==> src/core/flash_host_pkg.sv <==
package flash_host_pkg;

	// ------------------------------------------------------------
	// register map of the controller, one 32-bit word each
	// ------------------------------------------------------------
	localparam logic [7:0] OFS_CTRL   = 8'h00;
	localparam logic [7:0] OFS_ADDR   = 8'h04;
	localparam logic [7:0] OFS_DATA   = 8'h08;
	localparam logic [7:0] OFS_STATUS = 8'h0C;
	localparam logic [7:0] OFS_RESULT = 8'h10;

	// field positions
	localparam int CTRL_GO_BIT   = 4;
	localparam int STAT_BUSY_BIT = 0;
	localparam int STAT_DONE_BIT = 1;
	localparam int STAT_ERR_BIT  = 2;
	localparam int STAT_ID_BIT   = 3;

	// ------------------------------------------------------------
	// flash geometry and command bytes
	// ------------------------------------------------------------
	localparam int          ADDR_W      = 19;
	localparam int          SECTOR_LSB  = 12;
	localparam logic [15:0] UNLOCK_A1   = 16'h5555;
	localparam logic [15:0] UNLOCK_A2   = 16'h2AAA;
	localparam logic [15:0] ID_MAKER_A  = 16'h0000;
	localparam logic [15:0] ID_PART_A   = 16'h0001;
	localparam logic [7:0]  D_UNLOCK1   = 8'hAA;
	localparam logic [7:0]  D_UNLOCK2   = 8'h55;
	localparam logic [7:0]  D_PROGRAM   = 8'hA0;
	localparam logic [7:0]  D_ERASE     = 8'h80;
	localparam logic [7:0]  D_SECTOR    = 8'h30;
	localparam logic [7:0]  D_CHIP      = 8'h10;
	localparam logic [7:0]  D_ID_ENTER  = 8'h90;
	localparam logic [7:0]  D_ID_EXIT   = 8'hF0;
	localparam logic [7:0]  ERASED_BYTE = 8'hFF;

	// ------------------------------------------------------------
	// timing at 250 MHz
	// ------------------------------------------------------------
	localparam int CLK_PERIOD_NS = 4;
	localparam int STROBE_NS     = 20;
	localparam int READ_NS       = 70;
	localparam int SETTLE_NS     = 1000;
	localparam int STROBE_CYC    = (STROBE_NS + CLK_PERIOD_NS - 1) / CLK_PERIOD_NS;
	localparam int READ_CYC      = (READ_NS + CLK_PERIOD_NS - 1) / CLK_PERIOD_NS;
	localparam int SETTLE_CYC    = (SETTLE_NS + CLK_PERIOD_NS - 1) / CLK_PERIOD_NS;
	localparam logic [7:0] STROBE_LOAD = 8'(STROBE_CYC - 1);
	localparam logic [7:0] READ_LOAD   = 8'(READ_CYC + 1);
	localparam logic [8:0] SETTLE_LOAD = 9'(SETTLE_CYC - 1);

	// ------------------------------------------------------------
	// operations software can order
	// ------------------------------------------------------------
	typedef enum logic [2:0] {
		CMD_READ      = 3'h0,
		CMD_PROG      = 3'h1,
		CMD_SECTOR    = 3'h2,
		CMD_CHIP      = 3'h3,
		CMD_ID_ENTER  = 3'h4,
		CMD_ID_EXIT   = 3'h5,
		CMD_ID_EXIT_S = 3'h6,
		CMD_ID_READ   = 3'h7
	} cmd_t;

endpackage

==> src/core/flash_host_ctrl.sv <==
// Chosen here: the address map and register access over APB.
`timescale 1ns/10ps
module flash_host_ctrl #(
	parameter int AW = flash_host_pkg::ADDR_W
) (
	input  wire logic          CLK,
	input  wire logic          RST,
	input  wire logic          PSEL,
	input  wire logic          PENABLE,
	input  wire logic          PWRITE,
	input  wire logic [7:0]    PADDR,
	input  wire logic [31:0]   PWDATA,
	output logic [31:0]        PRDATA,
	output logic               PREADY,
	output logic               PSLVERR,
	output logic [AW-1:0]      FL_ADDR,
	output logic               FL_CE_N,
	output logic               FL_OE_N,
	output logic               FL_WE_N,
	output logic [7:0]         FL_DQ_O,
	output logic               FL_DQ_OE,
	input  wire logic [7:0]    FL_DQ_I
);
	import flash_host_pkg::*;

	typedef enum logic [2:0] {
		ST_IDLE   = 3'h0,
		ST_SEQ    = 3'h1,
		ST_SEQW   = 3'h3,
		ST_POLL   = 3'h2,
		ST_POLLW  = 3'h6,
		ST_SETTLE = 3'h7,
		ST_FINAL  = 3'h5,
		ST_FINALW = 3'h4
	} st_t;

	st_t           st_ff, nxt_st;
	cmd_t          cmd_ff, nxt_cmd;
	logic [2:0]    idx_ff, nxt_idx;
	logic [8:0]    cnt_ff, nxt_cnt;
	logic [AW-1:0] addr_ff, nxt_addr;
	logic [7:0]    wdata_ff, nxt_wdata;
	logic [7:0]    rdata_ff, nxt_rdata;
	logic [7:0]    maker_ff, nxt_maker;
	logic [7:0]    part_ff, nxt_part;
	logic          done_ff, nxt_done;
	logic          err_ff, nxt_err;
	logic          idmode_ff, nxt_idmode;
	logic          prev6_ff, nxt_prev6;
	logic          first_ff, nxt_first;
	logic          cstart_ff, nxt_cstart;
	logic          cwr_ff, nxt_cwr;
	logic [AW-1:0] caddr_ff, nxt_caddr;
	logic [7:0]    cdata_ff, nxt_cdata;
	logic          pready_ff, nxt_pready;
	logic          pslverr_ff, nxt_pslverr;
	logic [31:0]   prdata_ff, nxt_prdata;
	logic          c_done;
	logic [7:0]    c_rdata;
	logic [AW+7:0] step;

	// ------------------------------------------------------------
	// unlock and command sequences
	// ------------------------------------------------------------
	// returns {address, data} of write i of a command
	function automatic logic [AW+7:0] seq_word(cmd_t c, logic [2:0] i,
	                                         logic [AW-1:0] a, logic [7:0] d);
		logic [AW-1:0] sa;
		sa = (a >> SECTOR_LSB) << SECTOR_LSB;
		case (i)
			3'h0: seq_word = (c == CMD_ID_EXIT_S) ? {AW'(0), D_ID_EXIT}
			                                      : {AW'(UNLOCK_A1), D_UNLOCK1};
			3'h1: seq_word = {AW'(UNLOCK_A2), D_UNLOCK2};
			3'h2: begin
				case (c)
					CMD_PROG:     seq_word = {AW'(UNLOCK_A1), D_PROGRAM};
					CMD_ID_ENTER: seq_word = {AW'(UNLOCK_A1), D_ID_ENTER};
					CMD_ID_EXIT:  seq_word = {AW'(UNLOCK_A1), D_ID_EXIT};
					default:      seq_word = {AW'(UNLOCK_A1), D_ERASE};
				endcase
			end
			3'h3: seq_word = (c == CMD_PROG) ? {a, d} : {AW'(UNLOCK_A1), D_UNLOCK1};
			3'h4: seq_word = {AW'(UNLOCK_A2), D_UNLOCK2};
			default: seq_word = (c == CMD_SECTOR) ? {sa, D_SECTOR}
			                                      : {AW'(UNLOCK_A1), D_CHIP};
		endcase
	endfunction

	function automatic logic [2:0] seq_len(cmd_t c);
		case (c)
			CMD_PROG:                seq_len = 3'h4;
			CMD_SECTOR, CMD_CHIP:    seq_len = 3'h6;
			CMD_ID_ENTER, CMD_ID_EXIT: seq_len = 3'h3;
			CMD_ID_EXIT_S:           seq_len = 3'h1;
			default:                 seq_len = 3'h0;
		endcase
	endfunction

	assign step = seq_word(cmd_ff, idx_ff, addr_ff, wdata_ff);

	// ------------------------------------------------------------
	// register slave and operation sequencer
	// ------------------------------------------------------------
	// one wait state: ready rises in the second access cycle
	always_comb begin
		nxt_st = st_ff;       nxt_cmd = cmd_ff;       nxt_idx = idx_ff;
		nxt_cnt = cnt_ff;     nxt_addr = addr_ff;     nxt_wdata = wdata_ff;
		nxt_rdata = rdata_ff; nxt_maker = maker_ff;   nxt_part = part_ff;
		nxt_done = done_ff;   nxt_err = err_ff;       nxt_idmode = idmode_ff;
		nxt_prev6 = prev6_ff; nxt_first = first_ff;   nxt_cstart = 1'b0;
		nxt_cwr = cwr_ff;     nxt_caddr = caddr_ff;   nxt_cdata = cdata_ff;
		nxt_pready = 1'b0;    nxt_pslverr = 1'b0;     nxt_prdata = prdata_ff;
		if (PSEL && PENABLE && !pready_ff) begin
			nxt_pready = 1'b1;
			nxt_prdata = 32'h0000_0000;
			case (PADDR)
				OFS_CTRL:   nxt_prdata[2:0] = cmd_ff;
				OFS_ADDR:   nxt_prdata[AW-1:0] = addr_ff;
				OFS_DATA:   nxt_prdata[7:0] = wdata_ff;
				OFS_STATUS: nxt_prdata[3:0] = {idmode_ff, err_ff, done_ff, st_ff != ST_IDLE};
				OFS_RESULT: nxt_prdata[23:0] = {part_ff, maker_ff, rdata_ff};
				default:    nxt_pslverr = 1'b1;
			endcase
		end
		if (PSEL && PENABLE && pready_ff && PWRITE) begin
			case (PADDR)
				OFS_ADDR: nxt_addr = PWDATA[AW-1:0];
				OFS_DATA: nxt_wdata = PWDATA[7:0];
				OFS_STATUS: begin
					// clear first; a completion later in this block wins
					if (PWDATA[STAT_DONE_BIT]) nxt_done = 1'b0;
					if (PWDATA[STAT_ERR_BIT])  nxt_err = 1'b0;
				end
				OFS_CTRL: begin
					// orders while busy are dropped, never queued
					if (PWDATA[CTRL_GO_BIT] && st_ff == ST_IDLE) begin
						nxt_cmd   = cmd_t'(PWDATA[2:0]);
						nxt_idx   = 3'h0;
						nxt_first = 1'b1;
						nxt_st    = (seq_len(cmd_t'(PWDATA[2:0])) != 3'h0) ? ST_SEQ : ST_FINAL;
					end
				end
				default: ;
			endcase
		end
		case (st_ff)
			ST_IDLE: ;
			ST_SEQ: begin
				nxt_cstart = 1'b1;
				nxt_cwr    = 1'b1;
				{nxt_caddr, nxt_cdata} = step;
				nxt_st     = ST_SEQW;
			end
			ST_SEQW: begin
				if (c_done) begin
					nxt_idx = idx_ff + 3'h1;
					if (idx_ff + 3'h1 != seq_len(cmd_ff)) begin
						nxt_st = ST_SEQ;
					end else if (cmd_ff == CMD_ID_ENTER) begin
						nxt_idmode = 1'b1;
						nxt_done = 1'b1;
						nxt_st = ST_IDLE;
					end else if (cmd_ff == CMD_ID_EXIT || cmd_ff == CMD_ID_EXIT_S) begin
						nxt_idmode = 1'b0;
						nxt_done = 1'b1;
						nxt_st = ST_IDLE;
					end else begin
						nxt_st = ST_POLL;
					end
				end
			end
			ST_POLL: begin
				nxt_cstart = 1'b1;
				nxt_cwr    = 1'b0;
				nxt_caddr  = addr_ff;
				nxt_st     = ST_POLLW;
			end
			ST_POLLW: begin
				if (c_done) begin
					nxt_prev6 = c_rdata[6];
					nxt_first = 1'b0;
					// toggling bit frozen across two reads means finished
					if (!first_ff && c_rdata[6] == prev6_ff) begin
						nxt_cnt = SETTLE_LOAD;
						nxt_st  = ST_SETTLE;
					end else begin
						nxt_st = ST_POLL;
					end
				end
			end
			ST_SETTLE: begin
				if (cnt_ff == 9'h000)
					nxt_st = ST_FINAL;
				else
					nxt_cnt = cnt_ff - 9'h001;
			end
			ST_FINAL: begin
				nxt_cstart = 1'b1;
				nxt_cwr    = 1'b0;
				nxt_caddr  = (cmd_ff != CMD_ID_READ) ? addr_ff :
				             (idx_ff == 3'h0) ? AW'(ID_MAKER_A) : AW'(ID_PART_A);
				nxt_st     = ST_FINALW;
			end
			ST_FINALW: begin
				if (c_done) begin
					nxt_st   = ST_IDLE;
					nxt_done = 1'b1;
					case (cmd_ff)
						CMD_ID_READ: begin
							if (idx_ff == 3'h0) begin
								nxt_maker = c_rdata;
								nxt_idx   = 3'h1;
								nxt_st    = ST_FINAL;
								nxt_done  = done_ff;
							end else begin
								nxt_part = c_rdata;
							end
						end
						CMD_PROG: begin
							nxt_rdata = c_rdata;
							if (c_rdata != wdata_ff) nxt_err = 1'b1;
						end
						CMD_SECTOR, CMD_CHIP: begin
							nxt_rdata = c_rdata;
							if (c_rdata != ERASED_BYTE) nxt_err = 1'b1;
						end
						default: nxt_rdata = c_rdata;
					endcase
				end
			end
			default: nxt_st = ST_IDLE;
		endcase
	end

	always_ff @(posedge CLK) begin
		if (RST) begin
			st_ff <= ST_IDLE;    cmd_ff <= CMD_READ;  idx_ff <= 3'h0;
			cnt_ff <= 9'h000;    addr_ff <= '0;       wdata_ff <= 8'h00;
			rdata_ff <= 8'h00;   maker_ff <= 8'h00;   part_ff <= 8'h00;
			done_ff <= 1'b0;     err_ff <= 1'b0;      idmode_ff <= 1'b0;
			prev6_ff <= 1'b0;    first_ff <= 1'b0;    cstart_ff <= 1'b0;
			cwr_ff <= 1'b0;      caddr_ff <= '0;      cdata_ff <= 8'h00;
			pready_ff <= 1'b0;   pslverr_ff <= 1'b0;  prdata_ff <= 32'h0000_0000;
		end else begin
			st_ff <= nxt_st;       cmd_ff <= nxt_cmd;       idx_ff <= nxt_idx;
			cnt_ff <= nxt_cnt;     addr_ff <= nxt_addr;     wdata_ff <= nxt_wdata;
			rdata_ff <= nxt_rdata; maker_ff <= nxt_maker;   part_ff <= nxt_part;
			done_ff <= nxt_done;   err_ff <= nxt_err;       idmode_ff <= nxt_idmode;
			prev6_ff <= nxt_prev6; first_ff <= nxt_first;   cstart_ff <= nxt_cstart;
			cwr_ff <= nxt_cwr;     caddr_ff <= nxt_caddr;   cdata_ff <= nxt_cdata;
			pready_ff <= nxt_pready; pslverr_ff <= nxt_pslverr; prdata_ff <= nxt_prdata;
		end
	end

	assign PREADY  = pready_ff;
	assign PSLVERR = pslverr_ff;
	assign PRDATA  = prdata_ff;

	// ------------------------------------------------------------
	// pin cycle engine
	// ------------------------------------------------------------
	flash_bus_cycle #(.AW(AW)) u_cycle (
		.clk      (CLK),
		.rst      (RST),
		.start    (cstart_ff),
		.wr       (cwr_ff),
		.addr     (caddr_ff),
		.wdata    (cdata_ff),
		.dq_i     (FL_DQ_I),
		.done_ff  (c_done),
		.rdata_ff (c_rdata),
		.addr_ff  (FL_ADDR),
		.ce_n_ff  (FL_CE_N),
		.oe_n_ff  (FL_OE_N),
		.we_n_ff  (FL_WE_N),
		.dq_o_ff  (FL_DQ_O),
		.dq_oe_ff (FL_DQ_OE)
	);

	// ------------------------------------------------------------
	// sequencing checks
	// ------------------------------------------------------------
	property p_settle_before_final;
		@(posedge CLK) disable iff (RST)
		$rose(st_ff == ST_FINAL) && cmd_ff != CMD_READ && cmd_ff != CMD_ID_READ
		|-> $past(st_ff) == ST_SETTLE && $past(cnt_ff) == 9'h000;
	endproperty
	a_settle_before_final: assert property (p_settle_before_final)
		else $error("final read without the settle wait");

	property p_stop_on_frozen;
		@(posedge CLK) disable iff (RST)
		$rose(st_ff == ST_SETTLE) |-> $past(c_rdata[6]) == $past(prev6_ff) && !$past(first_ff);
	endproperty
	a_stop_on_frozen: assert property (p_stop_on_frozen)
		else $error("polling ended while status bit still toggling");

	property p_prog_four_writes;
		@(posedge CLK) disable iff (RST)
		$rose(st_ff == ST_POLL) && cmd_ff == CMD_PROG |-> idx_ff == 3'h4;
	endproperty
	a_prog_four_writes: assert property (p_prog_four_writes)
		else $error("program polled without four writes");

	property p_erase_six_writes;
		@(posedge CLK) disable iff (RST)
		$rose(st_ff == ST_POLL) && (cmd_ff == CMD_SECTOR || cmd_ff == CMD_CHIP)
		|-> idx_ff == 3'h6;
	endproperty
	a_erase_six_writes: assert property (p_erase_six_writes)
		else $error("erase polled without six writes");

	property p_no_order_when_busy;
		@(posedge CLK) disable iff (RST)
		st_ff != ST_IDLE ##1 st_ff != ST_IDLE |-> $stable(cmd_ff);
	endproperty
	a_no_order_when_busy: assert property (p_no_order_when_busy)
		else $error("command replaced during an operation");

	property p_id_exit_cause;
		@(posedge CLK) disable iff (RST)
		$fell(idmode_ff) |-> $past(cmd_ff) == CMD_ID_EXIT || $past(cmd_ff) == CMD_ID_EXIT_S;
	endproperty
	a_id_exit_cause: assert property (p_id_exit_cause)
		else $error("identification mode left without exit");

endmodule

==> src/core/flash_bus_cycle.sv <==
`timescale 1ns/10ps
module flash_bus_cycle #(
	parameter int AW = 19
) (
	input  wire logic          clk,
	input  wire logic          rst,
	input  wire logic          start,
	input  wire logic          wr,
	input  wire logic [AW-1:0] addr,
	input  wire logic [7:0]    wdata,
	input  wire logic [7:0]    dq_i,
	output logic               done_ff,
	output logic [7:0]         rdata_ff,
	output logic [AW-1:0]      addr_ff,
	output logic               ce_n_ff,
	output logic               oe_n_ff,
	output logic               we_n_ff,
	output logic [7:0]         dq_o_ff,
	output logic               dq_oe_ff
);
	import flash_host_pkg::*;

	typedef enum logic [1:0] {
		E_IDLE  = 2'h0,
		E_SETUP = 2'h1,
		E_ACT   = 2'h3,
		E_END   = 2'h2
	} e_st_t;

	e_st_t       st_ff, nxt_st;
	logic [7:0]  cnt_ff, nxt_cnt;
	logic [7:0]  s1_ff, s2_ff;
	logic        wr_ff, nxt_wr;
	logic        nxt_done, nxt_ce_n, nxt_oe_n, nxt_we_n, nxt_dq_oe;
	logic [7:0]  nxt_rdata, nxt_dq_o;
	logic [AW-1:0] nxt_addr;

	// ------------------------------------------------------------
	// pin cycle sequencing
	// ------------------------------------------------------------
	// one write or read per start; strobes never overlap output gate
	always_comb begin
		nxt_st    = st_ff;
		nxt_cnt   = cnt_ff;
		nxt_wr    = wr_ff;
		nxt_done  = 1'b0;
		nxt_rdata = rdata_ff;
		nxt_addr  = addr_ff;
		nxt_ce_n  = ce_n_ff;
		nxt_oe_n  = oe_n_ff;
		nxt_we_n  = we_n_ff;
		nxt_dq_o  = dq_o_ff;
		nxt_dq_oe = dq_oe_ff;
		case (st_ff)
			E_IDLE: begin
				if (start) begin
					nxt_addr  = addr;
					nxt_wr    = wr;
					nxt_ce_n  = 1'b0;
					nxt_dq_o  = wdata;
					nxt_dq_oe = wr;
					nxt_st    = E_SETUP;
				end
			end
			E_SETUP: begin
				if (wr_ff) begin
					nxt_we_n = 1'b0;
					nxt_cnt  = STROBE_LOAD;
				end else begin
					nxt_oe_n = 1'b0;
					nxt_cnt  = READ_LOAD;                 // covers access plus sync
				end
				nxt_st = E_ACT;
			end
			E_ACT: begin
				if (cnt_ff == 8'h00) begin
					nxt_we_n = 1'b1;                      // byte latched here
					nxt_oe_n = 1'b1;
					if (!wr_ff)
						nxt_rdata = s2_ff;
					nxt_st = E_END;
				end else begin
					nxt_cnt = cnt_ff - 8'h01;
				end
			end
			E_END: begin
				// data held one cycle past the rising strobe for hold time
				nxt_ce_n  = 1'b1;
				nxt_dq_oe = 1'b0;
				nxt_done  = 1'b1;
				nxt_st    = E_IDLE;
			end
			default: nxt_st = E_IDLE;
		endcase
	end

	// ------------------------------------------------------------
	// registers, plus a two-stage synchroniser on the data pins
	// ------------------------------------------------------------
	always_ff @(posedge clk) begin
		s1_ff <= dq_i;
		s2_ff <= s1_ff;
		if (rst) begin
			st_ff    <= E_IDLE;
			cnt_ff   <= 8'h00;
			wr_ff    <= 1'b0;
			done_ff  <= 1'b0;
			rdata_ff <= 8'h00;
			addr_ff  <= '0;
			ce_n_ff  <= 1'b1;
			oe_n_ff  <= 1'b1;
			we_n_ff  <= 1'b1;
			dq_o_ff  <= 8'h00;
			dq_oe_ff <= 1'b0;
		end else begin
			st_ff    <= nxt_st;
			cnt_ff   <= nxt_cnt;
			wr_ff    <= nxt_wr;
			done_ff  <= nxt_done;
			rdata_ff <= nxt_rdata;
			addr_ff  <= nxt_addr;
			ce_n_ff  <= nxt_ce_n;
			oe_n_ff  <= nxt_oe_n;
			we_n_ff  <= nxt_we_n;
			dq_o_ff  <= nxt_dq_o;
			dq_oe_ff <= nxt_dq_oe;
		end
	end

	// ------------------------------------------------------------
	// pin protocol checks
	// ------------------------------------------------------------
	property p_no_gate_in_write;
		@(posedge clk) disable iff (rst) !we_n_ff |-> oe_n_ff && !ce_n_ff;
	endproperty
	a_no_gate_in_write: assert property (p_no_gate_in_write)
		else $error("write strobe low with output gate low or chip deselected");

	property p_strobe_width;
		@(posedge clk) disable iff (rst) $fell(we_n_ff) |-> !we_n_ff [*2];
	endproperty
	a_strobe_width: assert property (p_strobe_width)
		else $error("write strobe shorter than glitch filter");

	property p_no_drive_on_read;
		@(posedge clk) disable iff (rst) dq_oe_ff |-> oe_n_ff;
	endproperty
	a_no_drive_on_read: assert property (p_no_drive_on_read)
		else $error("host drives data while output gate low");

	property p_select_for_access;
		@(posedge clk) disable iff (rst) !oe_n_ff |-> !ce_n_ff ##1 (!ce_n_ff || oe_n_ff);
	endproperty
	a_select_for_access: assert property (p_select_for_access)
		else $error("output gate low without chip select");

	property p_data_at_latch;
		@(posedge clk) disable iff (rst) $rose(we_n_ff) |-> dq_oe_ff && $stable(dq_o_ff);
	endproperty
	a_data_at_latch: assert property (p_data_at_latch)
		else $error("write data not held at strobe rise");

endmodule

==> config.mk <==
export PLATFORM = sky130hd
export DESIGN_NAME = flash_host_ctrl
export DESIGN_NICKNAME = d
export VERILOG_FILES = /design/src/core/flash_host_pkg.sv /design/src/core/flash_host_ctrl.sv /design/src/core/flash_bus_cycle.sv
export SDC_FILE = /design/constraint.sdc
export NUM_CORES = 1
export LEC_CHECK = 0
export ABC_AREA = 1
export BUFFER_PORTS_ARGS = -buffer_cell sky130_fd_sc_hd__clkbuf_2
export CORE_UTILIZATION = 52
export DETAILED_ROUTE_END_ITERATION = 12
export PLACE_DENSITY_LB_ADDON = 0.15
export SLEW_MARGIN = 20
export SYNTH_ARGS = -nofsm -noshare
export SYNTH_HDL_FRONTEND = slang
export SYNTH_SLANG_ARGS = --single-unit
==> constraint.sdc <==
create_clock -name CLK -period 1.64 [get_ports CLK]
set_input_delay 0.082 -clock CLK [delete_from_list [all_inputs] [get_ports CLK]]
set_output_delay 0.082 -clock CLK [all_outputs]
set_load 0.01 [all_outputs]
======== After elaboration in Yosys (flattened, before gate mapping) ========
Cells that the tools add are included.
word-level totals
  bits in registers ....................... 196
  bits of input ports ..................... 53
operators by class
  add/sub/neg operators ................... 3
  equal/unequal tests ..................... 45
  mux-type cells .......................... 93
  bitwise operators ....................... 5
  reductions and logical operators ........ 48
operators by type and width
  cell                                                 number
  case mux 27 bit (4 select lines)                     1
  two-way mux 3 bit                                    23
  case mux 19 bit (3 select lines)                     1
  two-way mux 27 bit                                   2
  equality test 3 bit, second input constant           12
  two-way mux 1 bit                                    34
  two-way mux 9 bit                                    3
  equality test 3 x 2 -> 1 bit, second input constant  8
  case mux 3 bit (4 select lines)                      2
  two-way mux 23 bit                                   1
  case mux 11 bit (2 select lines)                     1
  case mux 3 bit (7 select lines)                      1
  case mux 7 bit (3 select lines)                      1
  two-way mux 19 bit                                   1
  case mux 9 bit (2 select lines)                      1
  equality test 8 x 4 -> 1 bit, second input constant  2
  logical NOT 8 bit                                    2
  case mux 8 bit (2 select lines)                      1
  AND reduction 4 bit                                  4
  case mux 3 bit (5 select lines)                      1
  AND reduction 3 bit                                  5
  case mux 1 bit (2 select lines)                      7
  AND reduction 2 bit                                  7
  OR reduction 2 bit                                   7
  other kinds (34)                                     66

======== Longest topological paths before layout ========
  depth in word-level cells ............... 13
  mapped depth ............................ 12
  depth with buffers taken out ............ 12

======== Cells and area by module ========
From an unflattened synthesis, not the netlist that was laid out.
second synthesis, totals
  cells, all modules ...................... 1,135
  area, all modules ....................... 8,431.8 um^2
by module, submodules not included
  module           times used  cells each  area each (um^2)  seq. area each (um^2)
  flash_host_ctrl  1           861         6,112.1           2,582.5
  flash_bus_cycle  1           274         2,319.7           1,341.3

======== Worst setup path after synthesis ========
Ideal clock, no wire load.
  kind .................................... flip-flop to flip-flop
  from .................................... register idx_ff[0]
  to ...................................... register caddr_ff[15]
  setup time .............................. 0.056 ns
  data arrival time ....................... 1.617 ns
  required time ........................... 1.584 ns
  slack ................................... -0.033 ns
  cell stages (with the launch flop) ...... 12
  buffers on the path ..................... 0
  cell sequence ........................... dfxtp_1 > inv_1 > ha_1 > nand2_1 > o21ai_0 > inv_1 > nand2_1 > nor2_1 > nand2_1 > a21oi_1 > o21bai_1 > inv_1
on the way
  cells in the longest elaborated chain, start to end .. 4
  elaborated cells between the ends (all ways) .. 8
  classes of those cells .................. eq/ne: 4; mux: 2; reduce/logical: 2
ends and longest elaborated chain
  what                                                                        RTL line                RTL
  from (decl)                                                                 flash_host_ctrl.sv:39   logic [2:0] idx_ff, nxt_idx;
  from (signal assigned)                                                      flash_host_ctrl.sv:245  st_ff <= nxt_st; cmd_ff <= nxt_cmd; idx_ff <= nxt_idx;
  equality test 3 bit / equality test 3 x 1 -> 1 bit (equally long branches)  flash_host_ctrl.sv:70   case (i)
  OR reduction 2 bit (no line)                                                --
  case mux 27 bit (4 select lines) (*)                                        flash_host_ctrl.sv:70
  case mux 19 bit (3 select lines) (*)                                        flash_host_ctrl.sv:146  case (st_ff)
  to (signal assigned)                                                        flash_host_ctrl.sv:250  cwr_ff <= nxt_cwr; caddr_ff <= nxt_caddr; cdata_ff <= nxt_cdata;
  to (decl)                                                                   flash_host_ctrl.sv:53   logic [AW-1:0] caddr_ff, nxt_caddr;
Every way passes the cells marked *; elsewhere a longest branch is shown, timed or not.
A chain may end at the register's enable or synchronous reset.

======== Worst setup path in the final report ========
  from .................................... register u_cycle.cnt_ff[1]
  to ...................................... register u_cycle.rdata_ff[1]
on the way
  cells in the longest elaborated chain, start to end .. 2
ends and longest elaborated chain
  what                           RTL line                RTL
  from (decl)                    flash_bus_cycle.sv:31   logic [7:0] cnt_ff, nxt_cnt;
  from (signal assigned)         flash_bus_cycle.sv:117  cnt_ff <= nxt_cnt;
  logical NOT 8 bit              flash_bus_cycle.sv:76   if (cnt_ff == 8'h00) begin
  AND reduction 3 bit (no line)  --
  to (signal assigned)           flash_bus_cycle.sv:120  rdata_ff <= nxt_rdata;
  to (decl)                      flash_bus_cycle.sv:13   output logic [7:0] rdata_ff,
No other way between the ends.

==> out/summary.txt <==
DRC = 0
initial antenna violation count = 0
Root Driver = clkbuf_16
minimum clock period = 1.61 ns
status = completed
Total Routing Usage GR = 28.2%
Seq/Total Area, Yosys = 47.2%
routed wire length = 22.7 mm
Avg Inst Size Synth = 7.44 µm²
WHS Endpoint = addr_ff[2]
RSZ-0062 raised after global routing = yes
setup TNS = 0 ns
clk_skew = 0.0107 ns
Horiz. Die Dim = 128 µm
die area = 16500 µm²
first-pass iteration count of the detailed router = 5
fin crit share = 97.9%
FF-to-FF setup slack = 0.03 ns
endpoints failing setup = 0
die height = 128 µm
ANT nets after route = 0
#FFs+latches synth = 196
Worst EP required = 1.97 ns
Arr. time, crit path = 1.94 ns
layout cells sized above 1 = 22.3%
Setup CP Type = flop to flop
Max-cap violations = 0
register area = 3950 µm²
clk_lat worst skew = 0.44 ns
Worst R2R Path Depth = 8
hold crit path type = primary input to flop
n_diodes = 0
CTS tree = yes
DP Cell Count = 1455
CTS Buf Count = 17
FF-to-FF Start = u_cycle.cnt_ff[1]
Detailed Place HPWL = 15.9 mm
I/O pins = 118
share of flip-flops with an asynchronous set or reset = 0%
first-pass GRT wire length = 36.4 mm
aggregate global routing overflow = 0
DRT iter0 DRCs = 585
reg2reg end = u_cycle.rdata_ff[1]
Clock Path Buffers = 2
CP max stage delay = 0.34 ns
final net count = 1362
startpoint class of the critical path = flop
Multi-input gate area = 3880 µm²
hold path start = PWDATA[2]
synth cell count leaders = dfxtp_1 (196), nor2_1 (170), o21ai_0 (164)
vias per inst = 5.22
largest area contributor in the netlist = dfxtp_1
drt wl/cell = 14.9 µm
Routability Congestion = 0.931
mapped cell area = 8320 µm²
PortBufs = 96
htree depth = 4
cell count after synthesis = 1118
Non-Filler Instances = 1522
worst hold path cell count = 3
clock slew seen by the registers of the worst setup and hold paths = 0.08 ns
library cells used by synthesis = 40
post-synth top area share = 47.2%
Layout Area Growth over Synthesis = 27.9%
critical path fanouts, max = 6
pin count of the biggest net entering global routing = 79
maximum vdd drop = 1.07 mV
worst path cell trace = inv_2 > ha_4 > nand4_1 > nor3_2 > nand3_2 > buf_6 > o21ai_0 > a21oi_1
FP Rows = 45
total number of vias = 7943
Power Density = 1330 nW/µm²
Syn. warnings = 0
initial core utilization = 53.9%
Static Leak = 4.68 nW
most common cell in the netlist = dfxtp_1
Hold Worst Slack = 0.0426 ns
crit path max-delay cell type = dfxtp_2
top_reg_cell synth = dfxtp_1
final hold vios = 0
Post-synth EDFFs = 0
CTS Sinks = 196
fillers = 1337
count of pins over their slew limit = 0
Core Area = 15400 µm²
crit path capture type = flop
vias in the first global route = 7433
ranking of synthesized cells by area = dfxtp_1 (47%), o21ai_0 (9.9%), a21oi_1 (7.9%)
fmax = 0.623 GHz
worst max-delay path: cells and delay by family, from the launching register on:
kind | cells | cell delay (ns)
simple gates | 3 | 0.55
flops | 1 | 0.34
compound gates | 2 | 0.25
buf+inv | 2 | 0.22
fa+ha+maj | 1 | 0.13
power breakdown:
part | internal, W | switching [W] | total (W) | leakage (nW)
sequential | 0.00551 | 0.000445 | 0.00595 | 1.60
clock | 0.00248 | 0.00205 | 0.00452 | 0.306
combinational | 0.00147 | 0.00216 | 0.00363 | 2.77
cell families after synthesis:
group                      synth area share [%]
DFF                                        47.2
and+or+nand+nor                            19.3
AOI/OAI and AO/OA                          21.2
xor gates and xnor gates                   2.00
adders and majority gates                  1.65
buffers and inverters                      8.67
other                                    0.0451
how the worst max path moves through the flow:
| stage | startpoint | end | slack [ns] |
|---|---|---|---|
| after global placement | idx_ff[0] | caddr_ff[17] | -0.04 |
| after global routing | u_cycle.cnt_ff[0] | u_cycle.rdata_ff[1] | -0.07 |
| after detailed placement | idx_ff[0] | caddr_ff[16] | -0.11 |
| after floorplan | cmd_ff[2] | idmode_ff | 0.01 |
| after CTS | idx_ff[0] | caddr_ff[12] | 0.005 |
| final | u_cycle.cnt_ff[1] | u_cycle.rdata_ff[1] | 0.03 |
metrics by stage:
stage / power (W) / setup slack (ns) / utilization (%) / cell area [µm²]
floorplan: 0.00818 / 0.0139 / - / 8350
global placement: 0.00928 / -0.0400 / 61.2 / 9450
CTS: 0.0139 / 0.00541 / 67.4 / 10400
global route: 0.0149 / -0.0723 / 69.0 / 10600
finish: 0.0141 / 0.0342 / 69.0 / 10600
detailed placement: 0.00934 / -0.106 / 61.2 / 9450
state kept, by name (all words and copies together) (netlist names), 9 cells and up:
name             cells
PRDATA              24
addr_ff             19
caddr_ff            19
u_cycle.addr_ff     19
cnt_ff               9
cells in the final DEF, fill, tap and decap left out, drive strengths merged, types with 11 or more instances in the layout:
cell | synthesis | routed
clkbuf | 31 | 113
inv | 117 | 124
ha | 11 | 11
nand3 | 46 | 46
nand2 | 139 | 139
o21ai | 169 | 169
dfxtp | 196 | 196
buf | 22 | 83
dlygate4sd3 | 0 | 28
nor3 | 13 | 13
a21oi | 132 | 132
xor2 | 16 | 16
nor2 | 177 | 177
layout make-up:
| cell class | instances | area share, % |
|---|---|---|
| sequential | 196 | 37.1 |
| multi-input combinational | 756 | 36.5 |
| timing repair buffer | 207 | 13.7 |
| inverter | 120 | 4.32 |
| clock buffer | 17 | 4.00 |
| tap | 211 | 2.48 |
| clock inverter | 15 | 1.98 |
timing repair:
action / CTS / global route
hold endpoints to repair: 32 / 0
endpoints found under the setup margin: 24 / 73
resized for setup: 9 / 73
hold buffers: 28 / 0
pin swaps: 1 / 13
setup buffers: 1 / 5
gates cloned: 0 / 1
metal layers:
layer  share of wire (%)  routed length [µm]  up-vias  GRT usage (%)
met5                   0                   0        -              0
met4                 1.6                 367        0           8.58
met3                 4.9                1110       29           4.82
met2                  48               11000      193           48.2
met1                  45               10200     3689           36.5
li1                    -                   -     4032              -
Note: power is estimated with default switching activity, not from simulation.
